==> config.mk <==
export PLATFORM = sky130hd
export DESIGN_NAME = video_blit_window_regs
export DESIGN_NICKNAME = d
export VERILOG_FILES = /design/src/rtl/video_blit_pkg.sv /design/src/rtl/video_blit_window_regs.sv /design/src/rtl/masked_reg16.sv
export SDC_FILE = /design/constraint.sdc
export NUM_CORES = 1
export LEC_CHECK = 0
export BUFFER_PORTS_ARGS = -buffer_cell sky130_fd_sc_hd__buf_2
export CAP_MARGIN = 20
export CORE_AREA = 2 2 116 202
export DETAILED_ROUTE_END_ITERATION = 7
export DIE_AREA = 0 0 118 204
export REMOVE_ABC_BUFFERS = 1
export SYNTH_ARGS = -nofsm -noshare
export SYNTH_HDL_FRONTEND = slang
export SYNTH_SLANG_ARGS = --single-unit
==> constraint.sdc <==
create_clock -name mclk -period 10.5 [get_ports mclk]
set_clock_uncertainty 0.05 [all_clocks]
set_input_delay 0.525 -clock mclk [delete_from_list [all_inputs] [get_ports mclk]]
set_output_delay 0.525 -clock mclk [all_outputs]
set_load 0.02 [all_outputs]
==> src/rtl/video_blit_pkg.sv <==
package video_blit_pkg;

    // ****************************************************************
    // Bus geometry
    // ****************************************************************
    localparam int          ADDR_W          = 5;
    localparam int          DATA_W          = 16;
    localparam int          EFF_W           = 8;

    // Byte offsets inside the 32-byte I/O space.
    localparam logic [4:0]  OFS_WINDOW_SEL  = 5'h1e;
    localparam logic [4:0]  OFS_WINDOW_LAST = 5'h1d;

    // Effective window offsets of the video core registers.
    localparam logic [7:0]  OFS_BLIT_CTRL   = 8'h00;
    localparam logic [7:0]  OFS_BLIT_SIZE   = 8'h02;
    localparam logic [7:0]  OFS_BLIT_SRC    = 8'h04;
    localparam logic [7:0]  OFS_BLIT_DST    = 8'h06;
    localparam logic [7:0]  OFS_VIDEO_CTRL  = 8'h08;

    // ****************************************************************
    // Window select fields
    // ****************************************************************
    localparam int          SEL_LSB         = 4;
    localparam int          SEL_MSB         = 7;
    localparam int          WOFS_LSB        = 0;
    localparam int          WOFS_MSB        = 3;
    localparam logic [3:0]  SEL_UART        = 4'h0;
    localparam logic [3:0]  SEL_CAN         = 4'h1;
    localparam logic [3:0]  SEL_ADC         = 4'h2;
    localparam logic [3:0]  SEL_GPIO        = 4'h3;
    localparam logic [3:0]  SEL_LED         = 4'h4;
    localparam logic [3:0]  SEL_VIDEO       = 4'h5;
    localparam logic [3:0]  WIN_STEP_ZEROS  = 4'h0;

    // ****************************************************************
    // Write masks and reset values
    // ****************************************************************
    localparam logic [15:0] MASK_FULL       = 16'hffff;
    localparam logic [15:0] MASK_WINDOW_SEL = 16'h00ff;
    localparam logic [15:0] MASK_VIDEO_CTRL = 16'h03ff;
    localparam logic [15:0] RST_ZERO        = 16'h0000;

    // ****************************************************************
    // Field positions
    // ****************************************************************
    localparam int          CTL_WHI_MSB     = 15;
    localparam int          CTL_WHI_LSB     = 13;
    localparam int          CTL_MODE        = 12;
    localparam int          CTL_DHI_MSB     = 11;
    localparam int          CTL_DHI_LSB     = 6;
    localparam int          CTL_SHI_MSB     = 5;
    localparam int          CTL_SHI_LSB     = 0;
    localparam int          SZ_WLO_MSB      = 15;
    localparam int          SZ_WLO_LSB      = 9;
    localparam int          SZ_H_MSB        = 8;
    localparam int          SZ_H_LSB        = 0;
    localparam int          VC_COMMITTED    = 11;
    localparam int          VC_BUSY         = 10;
    localparam int          VC_HSYNC        = 9;
    localparam int          VC_VSYNC        = 8;
    localparam int          VC_DIR          = 7;
    localparam int          VC_FILL         = 6;
    localparam int          VC_RPG_MSB      = 5;
    localparam int          VC_RPG_LSB      = 3;
    localparam int          VC_BPG_MSB      = 2;
    localparam int          VC_BPG_LSB      = 0;

    localparam int          WIDTH_W         = 10;
    localparam int          HEIGHT_W        = 9;
    localparam int          BADDR_W         = 22;
    localparam int          PAGE_W          = 3;

endpackage

==> src/rtl/video_blit_window_regs.sv <==
`timescale 1ns/10ps

// Summary of operation
// - 32-byte space, window select at top word
// - Select bits 7-4 pick sub-device
// - Bits 3-0 shift window by 16 bytes
// - Video registers at window base when selected
// - Control: width high bits, source mode
// - Control: destination and source high bits
// - Size: width low bits, height
// - Source holds address or fill colour
// - Destination holds low address bits
// - Destination write starts blit, clones parameters
// - Destination rewrite while busy stalls cycle
// - Video control bit 11 shows page committed
// - Video control bit 10 shows busy
// - Bits 9 and 8 enable syncs
// - Bit 7 sets transfer direction
// - Bit 6 enables pixel fill
module video_blit_window_regs
    import video_blit_pkg::*;
(
    input  wire logic                mclk,
    input  wire logic                sys_rst,
    input  wire logic [ADDR_W-1:0]   io_addr,
    input  wire logic [DATA_W-1:0]   io_data_in,
    output logic      [DATA_W-1:0]   io_data_out,
    output logic                     io_data_oe,
    input  wire logic                io_rd_n,
    input  wire logic                io_wr_n,
    output logic                     io_ready,
    output logic      [3:0]          subdev_sel,
    output logic      [3:0]          window_offset,
    input  wire logic                blit_done,
    input  wire logic                raster_committed,
    output logic                     blit_start,
    output logic                     blit_busy,
    output logic                     blit_linear,
    output logic                     blit_fill,
    output logic                     blit_bottom_up,
    output logic      [WIDTH_W-1:0]  blit_width,
    output logic      [HEIGHT_W-1:0] blit_height,
    output logic      [BADDR_W-1:0]  blit_src_addr,
    output logic      [BADDR_W-1:0]  blit_dst_addr,
    output logic      [DATA_W-1:0]   blit_fill_color,
    output logic                     hsync_en,
    output logic                     vsync_en,
    output logic      [PAGE_W-1:0]   raster_page,
    output logic      [PAGE_W-1:0]   bus_page
);

    // ****************************************************************
    // Pin synchronisers
    // ****************************************************************
    logic [ADDR_W-1:0] addr_meta_reg;
    logic [ADDR_W-1:0] addr_reg;
    logic [DATA_W-1:0] data_meta_reg;
    logic [DATA_W-1:0] data_reg;
    logic [1:0]        rd_meta_reg;
    logic [1:0]        rd_sync_reg;
    logic [1:0]        wr_meta_reg;
    logic [1:0]        wr_sync_reg;
    logic              wr_prev_reg;
    logic              rd_active;
    logic              wr_active;
    logic              wr_fire;

    // Two flops on every pin before any logic looks at it.
    always_ff @(posedge mclk or posedge sys_rst) begin
        if (sys_rst) begin
            addr_meta_reg <= '0;
            addr_reg      <= '0;
            data_meta_reg <= '0;
            data_reg      <= '0;
            rd_meta_reg   <= 2'h0;
            rd_sync_reg   <= 2'h0;
            wr_meta_reg   <= 2'h0;
            wr_sync_reg   <= 2'h0;
        end else begin
            addr_meta_reg <= io_addr;
            addr_reg      <= addr_meta_reg;
            data_meta_reg <= io_data_in;
            data_reg      <= data_meta_reg;
            rd_meta_reg   <= {1'b0, ~io_rd_n};
            rd_sync_reg   <= rd_meta_reg;
            wr_meta_reg   <= {1'b0, ~io_wr_n};
            wr_sync_reg   <= wr_meta_reg;
        end
    end

    assign rd_active = rd_sync_reg[0];
    assign wr_active = wr_sync_reg[0];

    // Remembers the write strobe level to find its leading edge.
    always_ff @(posedge mclk or posedge sys_rst) begin
        if (sys_rst) begin
            wr_prev_reg <= 1'b0;
        end else begin
            wr_prev_reg <= wr_active;
        end
    end

    // Each host write cycle is taken once, as a whole 16-bit word.
    assign wr_fire = wr_active & ~wr_prev_reg;

    // ****************************************************************
    // Address decode
    // ****************************************************************
    logic [15:0]      window_sel_q;
    logic             hit_window_sel;
    logic             in_window;
    logic             video_sel;
    logic [EFF_W-1:0] eff_addr;
    logic             hit_ctrl;
    logic             hit_size;
    logic             hit_src;
    logic             hit_dst;
    logic             hit_vctl;

    // Top word is the selector, the rest is the sub-device window.
    assign hit_window_sel = (addr_reg == OFS_WINDOW_SEL);
    assign in_window      = (addr_reg <= OFS_WINDOW_LAST);
    assign subdev_sel     = window_sel_q[SEL_MSB:SEL_LSB];
    assign window_offset  = window_sel_q[WOFS_MSB:WOFS_LSB];
    assign video_sel      = (subdev_sel == SEL_VIDEO);

    // Window offset moves the view in 16-byte steps.
    assign eff_addr = {window_offset, WIN_STEP_ZEROS}
                    + {{(EFF_W-ADDR_W){1'b0}}, addr_reg};

    // Video registers answer only inside the window and when selected.
    assign hit_ctrl = video_sel & in_window & (eff_addr == OFS_BLIT_CTRL);
    assign hit_size = video_sel & in_window & (eff_addr == OFS_BLIT_SIZE);
    assign hit_src  = video_sel & in_window & (eff_addr == OFS_BLIT_SRC);
    assign hit_dst  = video_sel & in_window & (eff_addr == OFS_BLIT_DST);
    assign hit_vctl = video_sel & in_window & (eff_addr == OFS_VIDEO_CTRL);

    // ****************************************************************
    // Register storage
    // ****************************************************************
    logic [15:0] ctrl_q;
    logic [15:0] size_q;
    logic [15:0] src_q;
    logic [15:0] dst_q;
    logic [15:0] vctl_q;
    logic        pend_reg;
    logic [15:0] pend_data_reg;
    logic        dst_commit;
    logic [15:0] dst_wdata;
    logic        busy_reg;

    // Destination write is committed now or after the running blit.
    assign dst_commit = (wr_fire & hit_dst & ~busy_reg) | (pend_reg & ~busy_reg);
    assign dst_wdata  = pend_reg ? pend_data_reg : data_reg;

    masked_reg16 #(.WMASK(MASK_WINDOW_SEL), .RSTV(RST_ZERO)) u_window_sel (
        .mclk     (mclk),
        .sys_rst  (sys_rst),
        .wr_en    (wr_fire & hit_window_sel),
        .wr_data  (data_reg),
        .value_reg(window_sel_q)
    );

    masked_reg16 #(.WMASK(MASK_FULL), .RSTV(RST_ZERO)) u_blit_ctrl (
        .mclk     (mclk),
        .sys_rst  (sys_rst),
        .wr_en    (wr_fire & hit_ctrl),
        .wr_data  (data_reg),
        .value_reg(ctrl_q)
    );

    masked_reg16 #(.WMASK(MASK_FULL), .RSTV(RST_ZERO)) u_blit_size (
        .mclk     (mclk),
        .sys_rst  (sys_rst),
        .wr_en    (wr_fire & hit_size),
        .wr_data  (data_reg),
        .value_reg(size_q)
    );

    masked_reg16 #(.WMASK(MASK_FULL), .RSTV(RST_ZERO)) u_blit_src (
        .mclk     (mclk),
        .sys_rst  (sys_rst),
        .wr_en    (wr_fire & hit_src),
        .wr_data  (data_reg),
        .value_reg(src_q)
    );

    masked_reg16 #(.WMASK(MASK_FULL), .RSTV(RST_ZERO)) u_blit_dst (
        .mclk     (mclk),
        .sys_rst  (sys_rst),
        .wr_en    (dst_commit),
        .wr_data  (dst_wdata),
        .value_reg(dst_q)
    );

    masked_reg16 #(.WMASK(MASK_VIDEO_CTRL), .RSTV(RST_ZERO)) u_video_ctrl (
        .mclk     (mclk),
        .sys_rst  (sys_rst),
        .wr_en    (wr_fire & hit_vctl),
        .wr_data  (data_reg),
        .value_reg(vctl_q)
    );

    // ****************************************************************
    // Blit start, stall and parameter clone
    // ****************************************************************

    // Holds a destination write that arrived during a running blit.
    always_ff @(posedge mclk or posedge sys_rst) begin
        if (sys_rst) begin
            pend_reg      <= 1'b0;
            pend_data_reg <= RST_ZERO;
        end else if (wr_fire & hit_dst & busy_reg) begin
            pend_reg      <= 1'b1;
            pend_data_reg <= data_reg;
        end else if (dst_commit) begin
            pend_reg      <= 1'b0;
        end
    end

    // Ready drops while the stalled write waits for completion.
    assign io_ready = ~(pend_reg | (wr_fire & hit_dst & busy_reg));

    // One-cycle start pulse on each committed destination write.
    always_ff @(posedge mclk or posedge sys_rst) begin
        if (sys_rst) begin
            blit_start <= 1'b0;
        end else begin
            blit_start <= dst_commit;
        end
    end

    // Busy is set by a start and cleared by the engine's done.
    always_ff @(posedge mclk or posedge sys_rst) begin
        if (sys_rst) begin
            busy_reg <= 1'b0;
        end else if (dst_commit) begin
            busy_reg <= 1'b1;
        end else if (blit_done) begin
            busy_reg <= 1'b0;
        end
    end

    assign blit_busy = busy_reg;

    // Snapshot of every parameter so software may load the next blit.
    always_ff @(posedge mclk or posedge sys_rst) begin
        if (sys_rst) begin
            blit_linear     <= 1'b0;
            blit_fill       <= 1'b0;
            blit_bottom_up  <= 1'b0;
            blit_width      <= '0;
            blit_height     <= '0;
            blit_src_addr   <= '0;
            blit_dst_addr   <= '0;
            blit_fill_color <= RST_ZERO;
        end else if (dst_commit) begin
            blit_linear     <= ctrl_q[CTL_MODE];
            blit_fill       <= vctl_q[VC_FILL];
            blit_bottom_up  <= vctl_q[VC_DIR];
            blit_width      <= {ctrl_q[CTL_WHI_MSB:CTL_WHI_LSB],
                                size_q[SZ_WLO_MSB:SZ_WLO_LSB]};
            blit_height     <= size_q[SZ_H_MSB:SZ_H_LSB];
            blit_src_addr   <= {ctrl_q[CTL_SHI_MSB:CTL_SHI_LSB], src_q};
            blit_dst_addr   <= {ctrl_q[CTL_DHI_MSB:CTL_DHI_LSB], dst_wdata};
            blit_fill_color <= src_q;
        end
    end

    // ****************************************************************
    // Display controls
    // ****************************************************************
    assign hsync_en    = vctl_q[VC_HSYNC];
    assign vsync_en    = vctl_q[VC_VSYNC];
    assign raster_page = vctl_q[VC_RPG_MSB:VC_RPG_LSB];
    assign bus_page    = vctl_q[VC_BPG_MSB:VC_BPG_LSB];

    // ****************************************************************
    // Read path
    // ****************************************************************
    logic [15:0] rd_next;

    // Selects the addressed word; unmapped offsets read zero.
    always_comb begin
        rd_next = RST_ZERO;
        if (hit_window_sel) begin
            rd_next = window_sel_q;
        end else if (hit_ctrl) begin
            rd_next = ctrl_q;
        end else if (hit_size) begin
            rd_next = size_q;
        end else if (hit_src) begin
            rd_next = src_q;
        end else if (hit_dst) begin
            rd_next = dst_q;
        end else if (hit_vctl) begin
            rd_next = vctl_q;
            rd_next[VC_COMMITTED] = raster_committed;
            rd_next[VC_BUSY]      = busy_reg;
        end
    end

    // Read data come from a register and drive only during a read.
    always_ff @(posedge mclk or posedge sys_rst) begin
        if (sys_rst) begin
            io_data_out <= RST_ZERO;
            io_data_oe  <= 1'b0;
        end else begin
            io_data_out <= rd_next;
            io_data_oe  <= rd_active;
        end
    end

    // ****************************************************************
    // Checks
    // ****************************************************************
    stall_hold_a: assert property (@(posedge mclk) disable iff (sys_rst)
        pend_reg && busy_reg |-> !io_ready)
        else $error("Ready high while a destination write is held.");

    start_when_idle_a: assert property (@(posedge mclk) disable iff (sys_rst)
        blit_start |-> $past(busy_reg) == 1'b0)
        else $error("Blit started while another was running.");

    start_sets_busy_a: assert property (@(posedge mclk) disable iff (sys_rst)
        dst_commit |=> busy_reg && blit_start)
        else $error("Committed destination write did not start a blit.");

    busy_readback_a: assert property (@(posedge mclk) disable iff (sys_rst)
        hit_vctl |=> io_data_out[VC_BUSY] == $past(busy_reg))
        else $error("Busy flag not reflected in video control.");

    window_reserved_a: assert property (@(posedge mclk) disable iff (sys_rst)
        (window_sel_q & ~MASK_WINDOW_SEL) == RST_ZERO
        && (vctl_q & ~MASK_VIDEO_CTRL) == RST_ZERO)
        else $error("Reserved register bits not zero.");

    width_join_a: assert property (@(posedge mclk) disable iff (sys_rst)
        dst_commit |=> blit_width == {$past(ctrl_q[CTL_WHI_MSB:CTL_WHI_LSB]),
                                      $past(size_q[SZ_WLO_MSB:SZ_WLO_LSB])})
        else $error("Box width not formed from both fields.");

    clone_stable_a: assert property (@(posedge mclk) disable iff (sys_rst)
        !dst_commit |=> $stable(blit_dst_addr) && $stable(blit_width))
        else $error("Cloned blit parameters changed without a start.");

    sync_enable_a: assert property (@(posedge mclk) disable iff (sys_rst)
        wr_fire && hit_vctl |=> hsync_en == $past(data_reg[VC_HSYNC])
                                && vsync_en == $past(data_reg[VC_VSYNC]))
        else $error("Sync enables do not follow the written value.");

    video_only_a: assert property (@(posedge mclk) disable iff (sys_rst)
        wr_fire && !video_sel |-> !dst_commit || pend_reg)
        else $error("Destination commit while video core not selected.");

endmodule

==> src/rtl/masked_reg16.sv <==
`timescale 1ns/10ps

// Writable register whose masked-off bits stay zero.
module masked_reg16
    import video_blit_pkg::*;
#(
    parameter logic [15:0] WMASK = MASK_FULL,
    parameter logic [15:0] RSTV  = RST_ZERO
) (
    input  wire logic        mclk,
    input  wire logic        sys_rst,
    input  wire logic        wr_en,
    input  wire logic [15:0] wr_data,
    output logic      [15:0] value_reg
);

    // Stores the written value, reserved bits forced to zero.
    always_ff @(posedge mclk or posedge sys_rst) begin
        if (sys_rst) begin
            value_reg <= RSTV & WMASK;
        end else if (wr_en) begin
            value_reg <= wr_data & WMASK;
        end
    end

endmodule

Word level (Yosys, flattened, before mapping)
Cells that the tools add are included.
{"block": "totals", "elab_cells": 74, "inputBits": 27, "reg_bits": 247, "output_inout_bits": 118}
{"block": "classes", "n_addsub": 1, "order_cmp": 1, "n_bitwise": 23, "n_eq_ne": 6, "n_reduce_logical": 3, "muxes": 11}
{"cell": "$mux W16", "count": 6}
{"cell": "$and A1 B1 Y1", "count": 16}
{"cell": "$eq A8 B3 Y1 const B", "count": 2}
{"cell": "$mux W12", "count": 1}
{"cell": "$add A8 B5 Y8", "count": 1}
{"cell": "$eq A8 B2 Y1 const B", "count": 1}
{"cell": "$eq A8 B4 Y1 const B", "count": 1}
{"cell": "$logic_not A8 Y1", "count": 1}
{"cell": "$eq A5 B5 Y1 const B", "count": 1}
{"cell": "$le A5 B5 Y1 const B", "count": 1}
{"cell": "$not A1 Y1", "count": 5}
{"cell": "$eq A4 B3 Y1 const B", "count": 1}
{"cell": "$mux W1", "count": 4}
{"cell": "$reduce_bool A2 Y1", "count": 2}
{"cell": "$or A1 B1 Y1", "count": 2}

Depth between registers and ports, before layout
{"block": "logic_depth", "ltp_word": 9, "mapped_depth": 9, "depth_no_buf": 7}

Cells and area by module
Synthesis repeated with hierarchy kept, for this count alone.
{"block": "hier_totals", "cells_unflattened": 640, "area_unflattened_um2": 9883.2}
{"mod": "video_blit_window_regs", "cells_each": 444, "n_inst": 1, "area_each_um2": 6407.4, "seq_area_each_um2": 3728.6}
{"mod": "masked_reg16 (u_blit_ctrl ...)", "cells_each": 35, "n_inst": 4, "area_each_um2": 653.1, "seq_area_each_um2": 400.4}
{"mod": "masked_reg16 (u_video_ctrl)", "cells_each": 29, "n_inst": 1, "area_each_um2": 464.2, "seq_area_each_um2": 250.2}
{"mod": "masked_reg16 (u_window_sel)", "cells_each": 27, "n_inst": 1, "area_each_um2": 399.1, "seq_area_each_um2": 200.2}

Least setup slack after synthesis
OpenSTA, ideal clock, no wires.
{"block": "synth_path", "path_kind": "register to output", "startpoint": "register u_window_sel.value_reg[0]", "endpoint": "output io_ready", "arrival_ps": 2357, "slack_ps": 7568, "required_ps": 9925, "path_stages_with_launch": 9, "path_buffers": 1, "path_cell_list": "dfrtp_1 ha_1 ha_1 or2_1 nor2_4 nand3b_2 nor2_1 buf_2 nor2_1"}
{"block": "synth_via", "elab_chain_len": 7}
{"element": "from (decl)", "line": "masked_reg16.sv:14", "source": "output logic [15:0] value_reg"}
{"element": "from (signal assigned)", "line": "masked_reg16.sv:20", "source": "value_reg <= RSTV & WMASK;"}
{"element": "from (signal assigned)", "line": "masked_reg16.sv:22", "source": "value_reg <= wr_data & WMASK;"}
{"element": "$add A8 B5 Y8", "line": "video_blit_window_regs.sv:129", "source": "+ {{(EFF_W-ADDR_W){1'b0}}, addr_reg};"}
{"element": "$eq A8 B3 Y1", "line": "video_blit_window_regs.sv:135", "source": "assign hit_dst = video_sel & in_window & (eff_addr == OFS_BLIT_DST);"}
{"element": "$and A1 B1 Y1", "line": "video_blit_window_regs.sv:135"}
{"element": "$and A1 B1 Y1 (2 in series)", "line": "video_blit_window_regs.sv:222", "source": "assign io_ready = ~(pend_reg | (wr_fire & hit_dst & busy_reg));"}
{"element": "$or A1 B1 Y1", "line": "video_blit_window_regs.sv:222"}
{"element": "$not A1 Y1", "line": "video_blit_window_regs.sv:222"}
{"element": "to (decl)", "line": "video_blit_window_regs.sv:31", "source": "output logic io_ready,"}
Every way passes these cells.

Worst setup path in the final report
Ends and elaborated chain as after synthesis.

==> flow_summary.json <==
{
  "synth_fa_ha_area_share_pct": 0.284,
  "post-dp-hpwl_um": 14300,
  "finalPower_w": 0.00164,
  "cts_tree": "built",
  "worstPathMaxFanout": 22,
  "synth_xor_area_share_pct": 0,
  "top_register": "blit_src_addr",
  "post_cts_buffers": 0,
  "htreeDepth": 1,
  "layout_commonest_cell": "dfrtp_1",
  "rsz0062_at_grt": "false",
  "ys_ff_latch": 215,
  "first_global_vias": 5577,
  "place_area_um2": 9670,
  "gp_congestion": 0.766,
  "max_slew_margin_pct": 30.3,
  "worstMarginPinSlew_ps": 1050,
  "start_kind": "flip-flop",
  "gr-total-overflow": 0,
  "critical_path_arrival_ps": 3690,
  "ys_warn_count": 0,
  "viasPerCell": 5.14,
  "ir_worst_vdd_uv": 104,
  "die_y_um": 204,
  "grt_usage_pct": 17.6,
  "final_hold_viol_count": 0,
  "status": "finished, final reports clean",
  "clkSinkCount": 215,
  "port_buffers": 144,
  "finalCritPeriodShare_pct": 40.6,
  "setup_viol": 0,
  "syn_to_final_growth_pct": 16.7,
  "antenna_found_initial": 0,
  "critPathKind": "reg -> out",
  "syn_avg_cell_area_um2": 13.8,
  "netlist_instances": 641,
  "core_area_um2": 22600,
  "drtIter0Drc": 306,
  "die_x_um": 118,
  "layout_common_cells": "dfrtp_1 (215), buf_2 (144), mux2_2 (104)",
  "required_ps": 9930,
  "slew_viol_final": 0,
  "period_minus_slack_ps": 4260,
  "die_area_um2": 24100,
  "synth_compound_area_share_pct": 8.62,
  "cts_buffers": 20,
  "hp-class": "in -> reg",
  "vias": 5507,
  "synth_edf_count": 0,
  "ys_types": 46,
  "start_util_pct": 39.1,
  "final_area_um2": 10300,
  "fmax_mhz": 235,
  "totalWireLength_um": 21300,
  "synth_top_family_by_area": "multiplexers",
  "n_antenna_cell": 0,
  "powerDensity_nw_per_um2": 159,
  "p_leak_nw": 5.29,
  "reg2reg_setup_slack_ps": 6440,
  "num_io_pins": 145,
  "async_reset_ff_share_pct": 100,
  "postCtsHoldBufs": 0,
  "synthSimpleGateAreaFrac_pct": 6.45,
  "grt_pass1_wl_um": 32800,
  "worst_setup_path_end_kind": "primary output",
  "grt_max_degree": 101,
  "dr.pass1.iters": 4,
  "fin_nets": 787,
  "ant_nets": 0,
  "largest_reg_flops": 22,
  "post_cts_resized": 0,
  "cts-root-buf": "clkbuf_16",
  "final.setup.tns_ps": 0,
  "drc": 0,
  "rows": 73,
  "synth_top_flop_cell": "dfrtp_1",
  "routedWlPerCell_um": 19.9,
  "clock_path_buffers": 3,
  "insertion_delay_ps": 500,
  "seq_area_frac_synth_pct": 61.0,
  "drive_above_1_share_pct": 40.5,
  "synthMuxAreaShare_pct": 18.5,
  "syn_area_um2": 8820,
  "drv_cap": 0,
  "clk_pin_slew_ps": 70
}
-- worst max-delay path: stages, from the launching register on --
cell and delay (ps):
dfrtp_1 410, ha_1 240, ha_1 210, nor3_1 180
a41o_1 710, nand3b_2 260, nor2_2 820, nor2_1 130
buf_2 210
-- power by group --
part / internal (W) / total (W) / leakage [nW] / switching [W]
Sequential: 0.000843 / 0.000862 / 2.89 / 0.0000185
Combinational: 0.0000258 / 0.0000809 / 2.10 / 0.0000551
Clock: 0.000390 / 0.000693 / 0.301 / 0.000303
-- per-stage QoR --
step / util (%) / hold slack (ps) / cells / setup slack (ps)
CTS: 45.6 / 67.2 / 1072 / 6240
global route: 45.6 / 70.9 / 1072 / 6040
detailed placement: 42.9 / 285 / 1036 / 6430
finish: 45.6 / 82.7 / 1072 / 6240
global placement: 42.7 / 282 / 1035 / 6480
floorplan: - / 281 / 581 / 4050
-- cells in the mapped netlist, types with 2 or more instances --
cell	count	area, um^2
mux2_4	10	150
mux2i_1	4	40.0
mux2_1	24	270
buf_6	5	56.3
a2bb2oi_1	8	70.1
a32oi_1	15	131
a211o_1	8	70.1
nand4bb_4	2	55.1
nor2_1	45	169
a211oi_1	8	60.1
o22a_1	15	131
nand2_1	4	15.0
nor3_1	4	20.0
buf_2	6	30.0
a22oi_1	4	30.0
or2_2	4	25.0
buf_4	27	203
or4b_1	2	20.0
nor2b_1	12	75.1
clkbuf_1	21	78.8
inv_1	22	82.6
a221oi_1	3	26.3
mux2_2	104	1170
nand4b_1	3	26.3
dfrtp_1	215	5380
nand3_1	2	10.0
o22ai_1	12	75.1
ha_1	2	25.0
a21oi_1	26	130
nand2b_1	8	50.1
-- worst paths after layout --
check,cells past startpoint,startpoint,endpoint
worst max-delay path,8,u_window_sel.value_reg[0]$_DFFE_PP0P_,io_ready
worst min-delay path,1,io_data_in[15],data_meta_reg[15]$_DFF_PP0_
worst max register to register,8,u_window_sel.value_reg[0]$_DFFE_PP0P_,blit_height[5]$_DFFE_PP0P_
worst min register to register,0,addr_meta_reg[0]$_DFF_PP0_,addr_reg[0]$_DFF_PP0_
max in group asynchronous,4,sys_rst,pend_data_reg[7]$_DFFE_PP0P_
min in group asynchronous,2,sys_rst,io_data_oe$_DFF_PP0_
-- kinds of logic after synthesis --
logic type	Yosys count
AOI/OAI and AO/OA	103
buffers and inverters	82
and+or+nand+nor	97
muxes	142
DFF	215
adders and majority gates	2
-- cell type report --
| cell class | count | area [um^2] |
|---|---|---|
| multi-input combinational | 344 | 3000 |
| clock buffer | 31 | 593 |
| timing repair buffer | 155 | 823 |
| sequential | 215 | 5380 |
| clock inverter | 5 | 30.0 |
| inverter | 22 | 90.1 |
| fill | 2078 | 12300 |
| tap | 300 | 375 |
-- layer usage --
layer | global-route usage [%] | part of all wire (%) | vias up
met5 | 0 | 0 | -
met4 | 6.58 | 2.9 | 0
met3 | 2.09 | 4.6 | 36
met2 | 31.8 | 54 | 154
met1 | 21.5 | 38 | 2818
li1 | - | - | 2499
Note: power is estimated with default switching activity, not from simulation.
